$ cat src/logic/dslc_pkg.sv
// constants shared by the status and link control register bank
package dslc_pkg;
  // -------------------------------------------------------------------
  // register offsets
  // -------------------------------------------------------------------
  localparam logic [7:0] RESET_CTL_OFS = 8'h01;
  localparam logic [7:0] HEALTH_OFS = 8'h04;
  localparam logic [7:0] LIMIT_HI_OFS = 8'h05;
  localparam logic [7:0] LIMIT_LO_OFS = 8'h06;
  localparam logic [7:0] TIMEOUT_CTL_OFS = 8'h07;
  localparam logic [7:0] I2C_SETUP_OFS = 8'h08;
  // -------------------------------------------------------------------
  // field positions
  // -------------------------------------------------------------------
  localparam int RELOAD_BIT = 2;
  localparam int CKSUM_BIT = 7;
  localparam int INIT_BIT = 6;
  localparam int REFOK_BIT = 4;
  localparam int TMO_OFF_BIT = 0;
  localparam int TMO_LSB = 1;
  localparam int REM_BLOCK_BIT = 7;
  localparam int HOLD_LSB = 4;
  localparam int FILT_LSB = 0;
  // -------------------------------------------------------------------
  // reset values
  // -------------------------------------------------------------------
  localparam logic [7:0] LIMIT_HI_RST = 8'h01;
  localparam logic [7:0] LIMIT_LO_RST = 8'h00;
  localparam logic [7:0] TIMEOUT_CTL_RST = 8'hFE; // 0x7F timeout, running
  localparam logic [7:0] I2C_SETUP_RST = 8'h1C; // hold 0x1, filter 0xC
  localparam logic [6:0] I2C_DEV_ADDR_RST = 7'h30;
  // -------------------------------------------------------------------
  // timing
  // -------------------------------------------------------------------
  localparam int CLK_HZ = 25_000_000;
  localparam int CLK_PERIOD_NS = 40;
  localparam int TMO_STEP_MS = 2;
  localparam int TMO_STEP_CYC = CLK_HZ / 1000 * TMO_STEP_MS;
  localparam int HOLD_STEP_NS = 50;
  localparam int FILT_STEP_NS = 5;
  localparam int PORTS = 4;
  // -------------------------------------------------------------------
  // local serial slave states
  // -------------------------------------------------------------------
  typedef enum logic [3:0] {
    SL_IDLE, SL_DEV, SL_DEV_ACK, SL_REG, SL_REG_ACK,
    SL_WDATA, SL_WACK, SL_RDATA, SL_RACK
  } dslc_slave_type;
endpackage : dslc_pkg

$ cat src/logic/dslc_pin_cond.sv
// two-flop synchroniser and programmable glitch filter for one pin
`timescale 1ns/1ps
module dslc_pin_cond (
  input wire logic clk_sys,
  input wire logic rstn,
  input wire logic pin,
  input wire logic [3:0] depth,
  output logic clean
);
  import dslc_pkg::*;

  typedef struct packed {
    logic [1:0] sy;
    logic [3:0] cnt;
    logic q;
  } dslc_cond_type;

  dslc_cond_type st_r;
  dslc_cond_type st_nxt;

  // glitch rejection
  // a change passes only after it has stood longer than depth cycles
  always_comb begin
    st_nxt = st_r;
    st_nxt.sy = {st_r.sy[0], pin};
    if (st_r.sy[1] == st_r.q) begin
      st_nxt.cnt = 4'h0;
    end else if (st_r.cnt >= depth) begin
      st_nxt.q = st_r.sy[1];
      st_nxt.cnt = 4'h0;
    end else begin
      st_nxt.cnt = st_r.cnt + 4'h1;
    end
  end

  // idle bus level is high
  always_ff @(posedge clk_sys or negedge rstn) begin
    if (!rstn) begin
      st_r <= '{sy: 2'b11, cnt: 4'h0, q: 1'b1};
    end else begin
      st_r <= st_nxt;
    end
  end

  assign clean = st_r.q;
endmodule : dslc_pin_cond

$ cat src/logic/dslc_regs.sv
// status, parity limit, channel watchdog and local serial port registers
`timescale 1ns/1ps
module dslc_regs #(
  parameter int TMO_STEP_CYCLES = dslc_pkg::TMO_STEP_CYC
) (
  input wire logic clk_sys,
  input wire logic rstn,
  input wire logic scl_in,
  input wire logic sda_in,
  output logic sda_o,
  output logic sda_oe,
  input wire logic ref_clock_detect,
  input wire logic rom_load_done,
  input wire logic rom_cksum_good,
  output logic rom_reload_request,
  input wire logic chan_wr,
  input wire logic chan_rd,
  input wire logic [7:0] chan_addr,
  input wire logic [7:0] chan_wdata,
  output logic [7:0] chan_rdata,
  output logic chan_ack,
  output logic chan_rej,
  input wire logic chan_txn_start,
  input wire logic chan_txn_done,
  output logic chan_txn_abort,
  input wire logic [dslc_pkg::PORTS-1:0] par_err,
  input wire logic [dslc_pkg::PORTS-1:0] par_clr,
  output logic [dslc_pkg::PORTS-1:0] par_fault
);
  import dslc_pkg::*;

  typedef struct packed {
    logic [1:0] ref_sy;
    logic cksum_ok;
    logic init_done;
    logic reload;
    logic [7:0] lim_hi;
    logic [7:0] lim_lo;
    logic [7:0] tmo_ctl;
    logic [7:0] setup;
    logic [PORTS-1:0][15:0] pcnt;
    logic [PORTS-1:0] pfault;
    logic wd_run;
    logic [16:0] wd_pre;
    logic [6:0] wd_steps;
    logic abort;
    logic [15:0] sda_dly;
    logic scl_q;
    logic sda_q;
    dslc_slave_type ist;
    logic [3:0] bitc;
    logic [7:0] sh;
    logic [7:0] ptr;
    logic rw;
    logic ackd;
    logic sda_oe;
    logic sda_o;
    logic [7:0] rdata;
    logic ack;
    logic rej;
  } dslc_state_type;

  dslc_state_type st_r;
  dslc_state_type st_nxt;
  logic scl_f;
  logic sda_f;
  logic sda_h;
  logic scl_rise;
  logic scl_fall;
  logic [1:0] wen;
  logic [1:0][7:0] wad;
  logic [1:0][7:0] wdt;
  logic [7:0] rd_local;
  logic [15:0] limit;
  logic [16:0] pc;

  // -------------------------------------------------------------------
  // helpers
  // -------------------------------------------------------------------
  // least time in ns to whole clock cycles, rounded up
  function automatic logic [3:0] ns_to_cyc(input int ns);
    ns_to_cyc = 4'((ns + CLK_PERIOD_NS - 1) / CLK_PERIOD_NS);
  endfunction : ns_to_cyc

  // register read decode, shared by local and remote masters
  function automatic logic [7:0] rd_reg(input dslc_state_type s,
                                        input logic [7:0] a);
    rd_reg = 8'h00;
    unique case (a)
      HEALTH_OFS: begin
        rd_reg[CKSUM_BIT] = s.cksum_ok;
        rd_reg[INIT_BIT] = s.init_done;
        rd_reg[REFOK_BIT] = s.ref_sy[1];
      end
      LIMIT_HI_OFS: rd_reg = s.lim_hi;
      LIMIT_LO_OFS: rd_reg = s.lim_lo;
      TIMEOUT_CTL_OFS: rd_reg = s.tmo_ctl;
      I2C_SETUP_OFS: rd_reg = s.setup;
      default: rd_reg = 8'h00;
    endcase
  endfunction : rd_reg

  // -------------------------------------------------------------------
  // pin conditioning
  // -------------------------------------------------------------------
  // filter depth
  dslc_pin_cond u_scl_cond (
    .clk_sys(clk_sys),
    .rstn(rstn),
    .pin(scl_in),
    .depth(ns_to_cyc(int'(st_r.setup[FILT_LSB +: 4]) * FILT_STEP_NS)),
    .clean(scl_f)
  );

  dslc_pin_cond u_sda_cond (
    .clk_sys(clk_sys),
    .rstn(rstn),
    .pin(sda_in),
    .depth(ns_to_cyc(int'(st_r.setup[FILT_LSB +: 4]) * FILT_STEP_NS)),
    .clean(sda_f)
  );

  // sda hold delay
  // sda is seen late so it cannot move before scl has been sampled
  assign sda_h = st_r.sda_dly[ns_to_cyc(
    int'(st_r.setup[HOLD_LSB +: 3]) * HOLD_STEP_NS)];
  assign scl_rise = scl_f && !st_r.scl_q;
  assign scl_fall = !scl_f && st_r.scl_q;
  assign limit = {st_r.lim_hi, st_r.lim_lo};
  assign rd_local = rd_reg(st_r, st_r.ptr);

  // -------------------------------------------------------------------
  // next state
  // -------------------------------------------------------------------
  always_comb begin
    st_nxt = st_r;
    pc = 17'h0;
    wen = 2'b00;
    wad = '0;
    wdt = '0;
    st_nxt.reload = 1'b0;
    st_nxt.abort = 1'b0;
    st_nxt.ack = 1'b0;
    st_nxt.rej = 1'b0;
    st_nxt.ref_sy = {st_r.ref_sy[0], ref_clock_detect};
    st_nxt.sda_dly = {st_r.sda_dly[14:0], sda_f};
    st_nxt.scl_q = scl_f;
    st_nxt.sda_q = sda_h;
    // local slave: bits in on rising scl, decisions on falling scl
    if (scl_rise && st_r.ist inside {SL_DEV, SL_REG, SL_WDATA}) begin
      st_nxt.sh = {st_r.sh[6:0], sda_h};
      st_nxt.bitc = st_r.bitc + 4'h1;
    end
    if (scl_rise && st_r.ist == SL_RACK) begin
      st_nxt.ackd = !sda_h;
    end
    if (scl_fall) begin
      unique case (st_r.ist)
        SL_DEV: if (st_r.bitc == 4'h8) begin
          if (st_r.sh[7:1] == I2C_DEV_ADDR_RST) begin
            st_nxt.rw = st_r.sh[0];
            st_nxt.sda_oe = 1'b1;
            st_nxt.ist = SL_DEV_ACK;
          end else begin
            st_nxt.ist = SL_IDLE;
          end
        end
        SL_REG: if (st_r.bitc == 4'h8) begin
          st_nxt.ptr = st_r.sh;
          st_nxt.sda_oe = 1'b1;
          st_nxt.ist = SL_REG_ACK;
        end
        SL_WDATA: if (st_r.bitc == 4'h8) begin
          wen[1] = 1'b1;
          wad[1] = st_r.ptr;
          wdt[1] = st_r.sh;
          st_nxt.ptr = st_r.ptr + 8'h01;
          st_nxt.sda_oe = 1'b1;
          st_nxt.ist = SL_WACK;
        end
        SL_DEV_ACK, SL_RACK: begin
          if ((st_r.ist == SL_DEV_ACK && st_r.rw) ||
              (st_r.ist == SL_RACK && st_r.ackd)) begin
            st_nxt.sh = rd_local;
            st_nxt.ptr = st_r.ptr + 8'h01;
            st_nxt.sda_oe = !rd_local[7];
            st_nxt.bitc = 4'h1;
            st_nxt.ist = SL_RDATA;
          end else begin
            st_nxt.sda_oe = 1'b0;
            st_nxt.bitc = 4'h0;
            st_nxt.ist = (st_r.ist == SL_DEV_ACK) ? SL_REG : SL_IDLE;
          end
        end
        SL_REG_ACK, SL_WACK: begin
          st_nxt.sda_oe = 1'b0;
          st_nxt.bitc = 4'h0;
          st_nxt.ist = SL_WDATA;
        end
        SL_RDATA: begin
          st_nxt.sh = {st_r.sh[6:0], 1'b0};
          st_nxt.sda_oe = (st_r.bitc == 4'h8) ? 1'b0 : !st_r.sh[6];
          st_nxt.bitc = st_r.bitc + 4'h1;
          if (st_r.bitc == 4'h8) begin
            st_nxt.ist = SL_RACK;
          end
        end
        SL_IDLE: st_nxt.ist = SL_IDLE;
      endcase
    end
    // start and stop override any slave state
    if (scl_f && st_r.scl_q && st_r.sda_q != sda_h) begin
      st_nxt.sda_oe = 1'b0;
      st_nxt.bitc = 4'h0;
      st_nxt.ist = sda_h ? SL_IDLE : SL_DEV;
    end
    // remote accesses from the control channel
    if (chan_rd) begin
      st_nxt.rdata = rd_reg(st_r, chan_addr);
      st_nxt.ack = 1'b1;
    end
    if (chan_wr && st_r.setup[REM_BLOCK_BIT]) begin
      st_nxt.rej = 1'b1;
    end else if (chan_wr) begin
      wen[0] = 1'b1;
      wad[0] = chan_addr;
      wdt[0] = chan_wdata;
      st_nxt.ack = 1'b1;
    end
    // register writes
    // remote first, so a local write to the same register wins
    for (int k = 0; k < 2; k++) begin
      if (wen[k]) begin
        unique case (wad[k])
          LIMIT_HI_OFS: st_nxt.lim_hi = wdt[k];
          LIMIT_LO_OFS: st_nxt.lim_lo = wdt[k];
          TIMEOUT_CTL_OFS: st_nxt.tmo_ctl = wdt[k];
          I2C_SETUP_OFS: st_nxt.setup = wdt[k];
          RESET_CTL_OFS: st_nxt.reload = st_nxt.reload | wdt[k][RELOAD_BIT];
          default: st_nxt.ptr = st_nxt.ptr;
        endcase
      end
    end
    if (st_nxt.reload) begin
      st_nxt.init_done = 1'b0;
      st_nxt.cksum_ok = 1'b0;
    end
    if (rom_load_done) begin
      st_nxt.init_done = 1'b1;
      st_nxt.cksum_ok = rom_cksum_good;
    end
    // parity counting
    // counters saturate; the fault flag is sticky until cleared
    for (int i = 0; i < PORTS; i++) begin
      pc = {1'b0, par_clr[i] ? 16'h0000 : st_r.pcnt[i]};
      if (par_err[i] && pc[15:0] != 16'hFFFF) begin
        pc = pc + 17'h1;
      end
      st_nxt.pcnt[i] = pc[15:0];
      st_nxt.pfault[i] = (st_r.pfault[i] && !par_clr[i]) ||
                         (pc[15:0] >= limit);
    end
    if (chan_txn_start) begin
      st_nxt.wd_run = 1'b1;
      st_nxt.wd_pre = 17'h0;
      st_nxt.wd_steps = 7'h00;
    end else if (chan_txn_done) begin
      st_nxt.wd_run = 1'b0;
    end else if (st_r.wd_run) begin
      if (st_r.wd_pre == 17'(TMO_STEP_CYCLES - 1)) begin
        st_nxt.wd_pre = 17'h0;
        st_nxt.wd_steps = st_r.wd_steps + 7'h01;
        if (st_r.wd_steps + 7'h01 >= st_r.tmo_ctl[7:TMO_LSB]) begin
          st_nxt.abort = 1'b1;
          st_nxt.wd_run = 1'b0;
        end
      end else begin
        st_nxt.wd_pre = st_r.wd_pre + 17'h1;
      end
    end
    if (st_r.tmo_ctl[TMO_OFF_BIT]) begin
      st_nxt.wd_run = 1'b0;
      st_nxt.abort = 1'b0;
    end
  end

  // -------------------------------------------------------------------
  // state register
  // -------------------------------------------------------------------
  always_ff @(posedge clk_sys or negedge rstn) begin
    if (!rstn) begin
      st_r <= '0;
      st_r.lim_hi <= LIMIT_HI_RST;
      st_r.lim_lo <= LIMIT_LO_RST;
      st_r.tmo_ctl <= TIMEOUT_CTL_RST;
      st_r.setup <= I2C_SETUP_RST;
      st_r.sda_dly <= 16'hFFFF;
      st_r.scl_q <= 1'b1;
      st_r.sda_q <= 1'b1;
      st_r.ist <= SL_IDLE;
    end else begin
      st_r <= st_nxt;
    end
  end

  assign sda_o = st_r.sda_o;
  assign sda_oe = st_r.sda_oe;
  assign rom_reload_request = st_r.reload;
  assign chan_rdata = st_r.rdata;
  assign chan_ack = st_r.ack;
  assign chan_rej = st_r.rej;
  assign chan_txn_abort = st_r.abort;
  assign par_fault = st_r.pfault;
endmodule : dslc_regs

$ cat config.mk
export PLATFORM = sky130hd
export DESIGN_NAME = dslc_regs
export DESIGN_NICKNAME = d
export VERILOG_FILES = /design/src/logic/dslc_pkg.sv /design/src/logic/dslc_pin_cond.sv /design/src/logic/dslc_regs.sv
export SDC_FILE = /design/constraint.sdc
export NUM_CORES = 1
export LEC_CHECK = 0
export BUFFER_PORTS_ARGS = -buffer_cell sky130_fd_sc_hd__buf_2
export CAP_MARGIN = 20
export CORE_MARGIN = 4
export CORE_UTILIZATION = 30
export DETAILED_ROUTE_END_ITERATION = 8
export SYNTH_ARGS = -nofsm -noshare
export SYNTH_HDL_FRONTEND = slang
export SYNTH_HIERARCHICAL = 1
export SYNTH_SLANG_ARGS = --single-unit
$ cat constraint.sdc
create_clock -name clk_sys -period 18.76 [get_ports clk_sys]
set_input_delay 2.814 -clock clk_sys [delete_from_list [all_inputs] [get_ports clk_sys]]
set_output_delay 2.814 -clock clk_sys [all_outputs]
set_load 0.03 [all_outputs]
==> results of run 1 <==
[registers in the layout, indices dropped and copies added (netlist names), 4 cells and up]
name / count
u_sda_cond/st_r: 5
st_r: 137
u_scl_cond/st_r: 5
chan_rdata: 8
limit: 16
st_nxt: 16
par_fault: 4
[worst register-to-register path, cell delays in order, from the launching register on]
cell and delay [ns]:
dfrtp_1 0.61, ha_1 0.40, inv_1 0.04, ha_1 0.19
ha_1 0.40, o211ai_1 0.27, nor3_2 0.39, o211ai_1 0.18
ha_1 0.38, nor2b_1 0.19, nor2_1 0.09, o31ai_2 0.50
a21oi_1 0.19, a21o_1 0.32, o311ai_2 0.91, a31oi_2 0.39
nor3_4 0.41, a22oi_1 0.19, or4_4 0.55, a21oi_1 0.14
o211ai_1 0.14, nand4_4 0.27, xor2_2 0.37, a221oi_1 0.16
[area by class of cell]
class	count	area [sq um]
Fill cell	4788	31100
Multi-Input combinational cell	1230	8380
Sequential cell	200	5050
Tap cell	607	759
Clock buffer	22	454
Timing Repair Buffer	58	314
Inverter	76	285
Clock inverter	10	110
Antenna cell	2	5.00
[power by group]
group          switching [mW]  leakage [nW]  internal [mW]  total, mW
logic                   0.186          4.73          0.121      0.307
clock network           0.177         0.272          0.190      0.367
registers              0.0749          2.50          0.497      0.572
total                   0.438          7.50          0.808       1.25
[worst paths after layout]
path,start,to,slack (ns),cells after the start
hold / removal,st_nxt[186],st_r[186],0.35,0
setup / recovery,st_r[156],st_r[35],10.96,23
hold reg to reg,st_nxt[186],st_r[186],0.35,0
min in group asynchronous,rstn,u_sda_cond/st_r[1],2.38,1
setup reg to reg,st_r[156],st_r[35],10.96,23
max in group asynchronous,rstn,st_r[96],14.30,3
[through the flow]
stage | worst slack [ns] | hold WS (ns)
floorplan | 11.25 | 0.331
global placement | 10.71 | 0.338
detailed placement | 10.60 | 0.340
CTS | 11.06 | 0.355
global route | 10.35 | 0.356
finish | 10.96 | 0.353
[cells in the final DEF, fill, tap and decap left out, types with 35 or more instances in the layout]
master / instances
nand3_1: 58
inv_1: 76
buf_2: 51
nor2_1: 111
o21ai_0: 104
a21oi_1: 88
a21o_1: 66
mux2i_1: 41
nor2b_1: 37
xnor2_1: 38
dfrtp_1: 165
ha_1: 113
dfstp_2: 35
nand2_1: 175
[logic make-up after synthesis]
logic type,count (synthesis),synth area share
other cells,1,0.000267
simple gates,559,0.201
buf+inv,149,0.0457
xor+xnor,74,0.0472
mux,48,0.0353
compound gates,430,0.208
fa+ha+maj,116,0.103
flops,200,0.359
[metal layers]
| metal | track usage | share of wire | up-vias |
|---|---|---|---|
| met5 | 0 | 0.00019 | - |
| li1 | - | - | 5676 |
| met3 | 0.0271 | 0.042 | 43 |
| met4 | 0.0439 | 0.017 | 2 |
| met2 | 0.234 | 0.47 | 269 |
| met1 | 0.196 | 0.47 | 5700 |
==> run metrics, run 1 <==
CP peak stage delay=0.91 ns; area grow syn2layout=9.24%; Worst setup SP type=flip-flop; Final Util=0.331; Mapped Area=between 10000 and 15000 sq um; Syn. warnings=6; Leakage=7.50 nW; Routability Congestion=0.861; IO buf count=51; root buffer cell=clkbuf_16; worst endpoint required time=19.08 ns; area leader, netlist=dfrtp_1; largest cells by area after synthesis=dfrtp_1 (29%), ha_1 (10%), dfstp_2 (6.5%); flops & latches, synth=200; placed insts=2170; Power Dens Cells=81.1 nW/um^2; max_cap viols=0; CTS resizes=0; hold buffer count at cts=0; Setup Buffers After CTS=0; Commonest cells post-synth=nand2_1 (175), dfrtp_1 (165), ha_1 (113); RSZ-0062 raised after global routing=no; ys flop type=dfrtp_1; top cell type's share of synthesized area=0.294; Final Setup Violations=0; HP Class=reg -> reg; global-route wire length before repair=59600 microns; Most common cell on crit path=ha_1; placed instance area=around 15000 sq um; vias in the first global route=11409; DP HPWL=26600 microns; latest clock arrival within the worst-skew pair=0.47 ns; status=finished, final reports clean; peak supply drop=70.0 uV; total power=approximately 1.2 mW; Final nets=roughly 1700; aggregate global-route resource usage=0.144; non-filler cells, final=~2200; EDFF count, synth=0; maximum clock insertion buffer count=2; CP cell instances=ha_1 -> inv_1 -> ha_1 -> ha_1 -> o211ai_1 -> nor3_2 -> o211ai_1 -> ha_1 -> nor2b_1 -> nor2_1 -> o31ai_2 -> a21oi_1 -> a21o_1 -> o311ai_2 -> a31oi_2 -> nor3_4 -> a22oi_1 -> or4_4 -> a21oi_1 -> o211ai_1 -> nand4_4 -> xor2_2 -> a221oi_1; H-tree depth=4; initial drt markers=712; Core Rows=a little under 80; nature of the critical path endpoint=flip-flop; Post-Syn Instances=1577; initial antenna violation count=3; Slowest-stage cell, CP=o311ai_2; count leader, synth=nand2_1; Slew HR=0.207; sequential share of the synthesized area=0.359; DIE AREA=50400 sq um; per-cell routed wire length=16.6 microns; fmax=0.128 GHz; DR pass1 iterations=7; Setup CP Type=reg -> reg; CTS tree=done; via/cell ratio=5.30; setup TNS=0 ns; DRC Markers=0; Final Hold Vio Count=0; CTS buffer count=17; Tcrit/Tclk final=0.416; ys async rst share=1.00; final WL=36600 microns; Crit path buffers/inverters=1; Initial Util=0.303; largest net degree at the start of global routing=79; Clock Skews=0.0203 ns; via count=roughly 12000; Slew @ Worst Pin=between 1 and 1.5 ns; layout cell share with drive strength beyond 1=0.103; Syn Area/Cell=slightly below 9 sq um; clock sink count=200; Slew Viols, Final=0; post-route ant nets=0; grt ovf=0; synth unique cells=97; die height=224 microns; core area=46500 sq um; cell area after layout=15400 sq um; Die Wd=224 microns; CP arrival=8.12 ns; clk slew on worst S/H paths=0.07 ns; CP Max Fanout=15; clock period minus worst slack=7.80 ns; num ports=53; Largest delay share family, worst path=compound AO/OA/AOI/OAI gates
Note: power is estimated with default switching activity, not from simulation.
==> run 2, diff against run 1 <==
--- a/config.mk
+++ b/config.mk
@@ -5,6 +5,7 @@
 export SDC_FILE = /design/constraint.sdc
 export NUM_CORES = 1
 export LEC_CHECK = 0
+export ABC_AREA = 1
 export BUFFER_PORTS_ARGS = -buffer_cell sky130_fd_sc_hd__buf_2
 export CAP_MARGIN = 20
 export CORE_MARGIN = 4
==> constraint.sdc (replaced) <==
create_clock -name clk_sys -period 8.05 [get_ports clk_sys]
set_input_delay 1.2075 -clock clk_sys [delete_from_list [all_inputs] [get_ports clk_sys]]
set_output_delay 1.2075 -clock clk_sys [all_outputs]
set_load 0.03 [all_outputs]
==> run 2 against run 1 <==
Sequential cell count is the same. Clock skew fell by 0.0019 ns. Utilization up 0.85 points. First-iteration DRC count increased by 28%. Total power increased by 110%. Largest cell class unchanged. Wire length shrank 1.9%.
==> run metrics, run 2 <==
metal2 WL=16100 microns; Post-Syn Instances=1835; Largest delay share family, worst path=simple AND/OR/NAND/NOR gates; pre-CTS setup slack=2.16 ns; Most common cell on crit path=nand2_1; ys flop type=dfrtp_1; capturing point of the worst reg2reg path=st_r[35]; initial antenna violation count=1; clock period minus worst slack=5.94 ns; DRC Markers=0; fill count=4770; Power Dens Cells=169 nW/um^2; largest cells by area after synthesis=dfrtp_1 (29%), ha_1 (10%), nand2_1 (9.8%); ys async rst share=1.00; RSZ-0062 raised after global routing=no; final WL=between 30000 and 40000 microns; Min-Delay Endpoint=u_scl_cond/st_r[6]; Mapped Area=14000 sq um; via count=12172; Die Wd=between 200 and 250 microns; synth unique cells=58; area grow syn2layout=10.8%; Slew Viols, Final=0; grt ovf=0; Simple-Gate Fraction of Synth Area=0.253; Setup Buffers After CTS=0; Most flops, register=st_r; via/cell ratio=a little under 5; CTS resizes=0; num ports=53; CTS tree=done; combinational family with the most area after synthesis=simple AND/OR/NAND/NOR gates; DIE AREA=50200 sq um; compound-gate portion of the synthesized area=0.121; Slew HR=0.367; Syn. warnings=6; Worst Hold Depth=0; count leader, synth=nand2_1; per-cell routed wire length=between 10 and 15 microns; area leader, netlist=dfrtp_1; Clock Skews=between 0.015 and 0.02 ns; Slew @ Worst Pin=~0.95 ns; final hold slack=0.357 ns; initial drt markers=914; met3 routed WL=1870 microns; post-route ant nets=0; top cell type's share of synthesized area=0.295; Final Setup Violations=0; global-route wire length before repair=59100 microns; EDFF count, synth=0; sequential share of the synthesized area=0.360; DR pass1 iterations=6; DP HPWL=around 27000 microns; Final nets=2025; Largest register FFs=137; XOR/XNOR Fraction of Synth Area=0.0555; clock sink count=200; H-tree depth=4; Syn Area/Cell=7.63 sq um; vias in the first global route=about 12000; mux cell area share after synthesis=0.00161; Initial Util=0.306; clk slew on worst S/H paths=0.08 ns; aggregate global-route resource usage=0.143; non-filler cells, final=around 2500; Core Rows=78; largest net degree at the start of global routing=76; most common cell after layout, fill and taps aside=nand2_1; HP Class=reg -> reg; Final Hold Vio Count=0; adder-cell area share of the yosys netlist=0.102; maximum clock insertion buffer count=2; layout cell share with drive strength beyond 1=0.0921; root buffer cell=clkbuf_16; Routability Congestion=0.899; Leakage=8.05 nW; setup slack, reg-to-reg=approximately 2.1 ns; IO buf count=51; CTS buffer count=17; setup TNS=0 ns; max_cap viols=0; Worst setup SP type=flip-flop; Worst Hold Launch=u_scl_cond/st_nxt[6]; CP peak stage delay=0.43 ns; status=finished, final reports clean; fmax=0.168 GHz; Crit. Startpoint=st_r[155]; worst endpoint required time=8.40 ns; placed insts=2457; Setup WS post-layout=2.11 ns; CP Max Fanout=13; latest clock arrival within the worst-skew pair=0.47 ns; reg2reg path depth=40; CP arrival=6.29 ns; Commonest cells post-synth=nand2_1 (364), inv_1 (327), dfrtp_1 (165); Crit path buffers/inverters=5; core area=45800 sq um; met1 wire length=17200 microns; Top Layer Used=met4; Setup CP Type=reg -> reg; nature of the critical path endpoint=flip-flop; most frequent cells in the layout=nand2_1 (364), inv_1 (327), dfrtp_1 (165); Tcrit/Tclk final=0.738; flops & latches, synth=200; hold buffer count at cts=0; die height=224 microns; peak supply drop=154 uV; RR Startpoint=st_r[155]; Slowest-stage cell, CP=dfrtp_1
## run 2: cell types whose count changed after synthesis, moves of 41 or more
cell,previous run,this run
nand2_1,175,364
inv_1,76,327
mux2i_1,41,0
a21oi_1,88,36
a21o_1,66,4
nor2_1,111,154
## run 2: worst max-delay path by stage
stage / endpoint / slack, ns / cells past startpoint
floorplan: st_r[35] / 3.16 / 39
global placement: st_r[35] / 2.35 / 40
detailed placement: st_r[35] / 2.16 / 40
CTS: st_r[35] / 2.11 / 40
global route: st_r[36] / 1.52 / 40
finish: st_r[35] / 2.11 / 40
## run 2: per-layer routing
metal  GRT usage  vias up
li1            -     6080
met1       0.199     5775
met2       0.227      274
met3      0.0256       43
met4      0.0475        0
met5           0        -
## run 2: where the power goes
group | internal, mW | total, mW | switching, mW | leakage [nW]
combinational | 0.132 | 0.441 | 0.308 | 5.22
sequential | 1.14 | 1.22 | 0.0872 | 2.52
clock | 0.558 | 0.965 | 0.407 | 0.309
## run 2: metrics by stage
step           power [mW]  utilization  instance area, sq um
2_1_floorplan        1.51            -                 14000
3_3_place_gp         1.67        0.325                 14900
3_5_place_dp         1.68        0.325                 14900
4_1_cts              2.66        0.339                 15500
5_1_grt              2.77        0.339                 15500
6_report             2.63        0.339                 15500
## run 2: cell type report
| cell class | count | area (sq um) | share of cell area |
|---|---|---|---|
| antenna | 1 | 2.50 | 0.000161 |
| clock buffer | 20 | 437 | 0.0281 |
| clock inverter | 12 | 214 | 0.0138 |
| inverter | 341 | 1280 | 0.0825 |
| multi-input combinational | 1260 | 7480 | 0.482 |
| sequential | 200 | 5050 | 0.325 |
| tap | 600 | 751 | 0.0484 |
| timing repair buffer | 56 | 302 | 0.0194 |
## run 2: kinds of logic (layout without fill, tap and decap cells)
group,count (synthesis),after routing
fa+ha+maj,114,114
xor+xnor,87,87
buf+inv,377,429
other cells,1,4
compound gates,279,279
flops,200,200
mux,2,2
simple gates,775,775
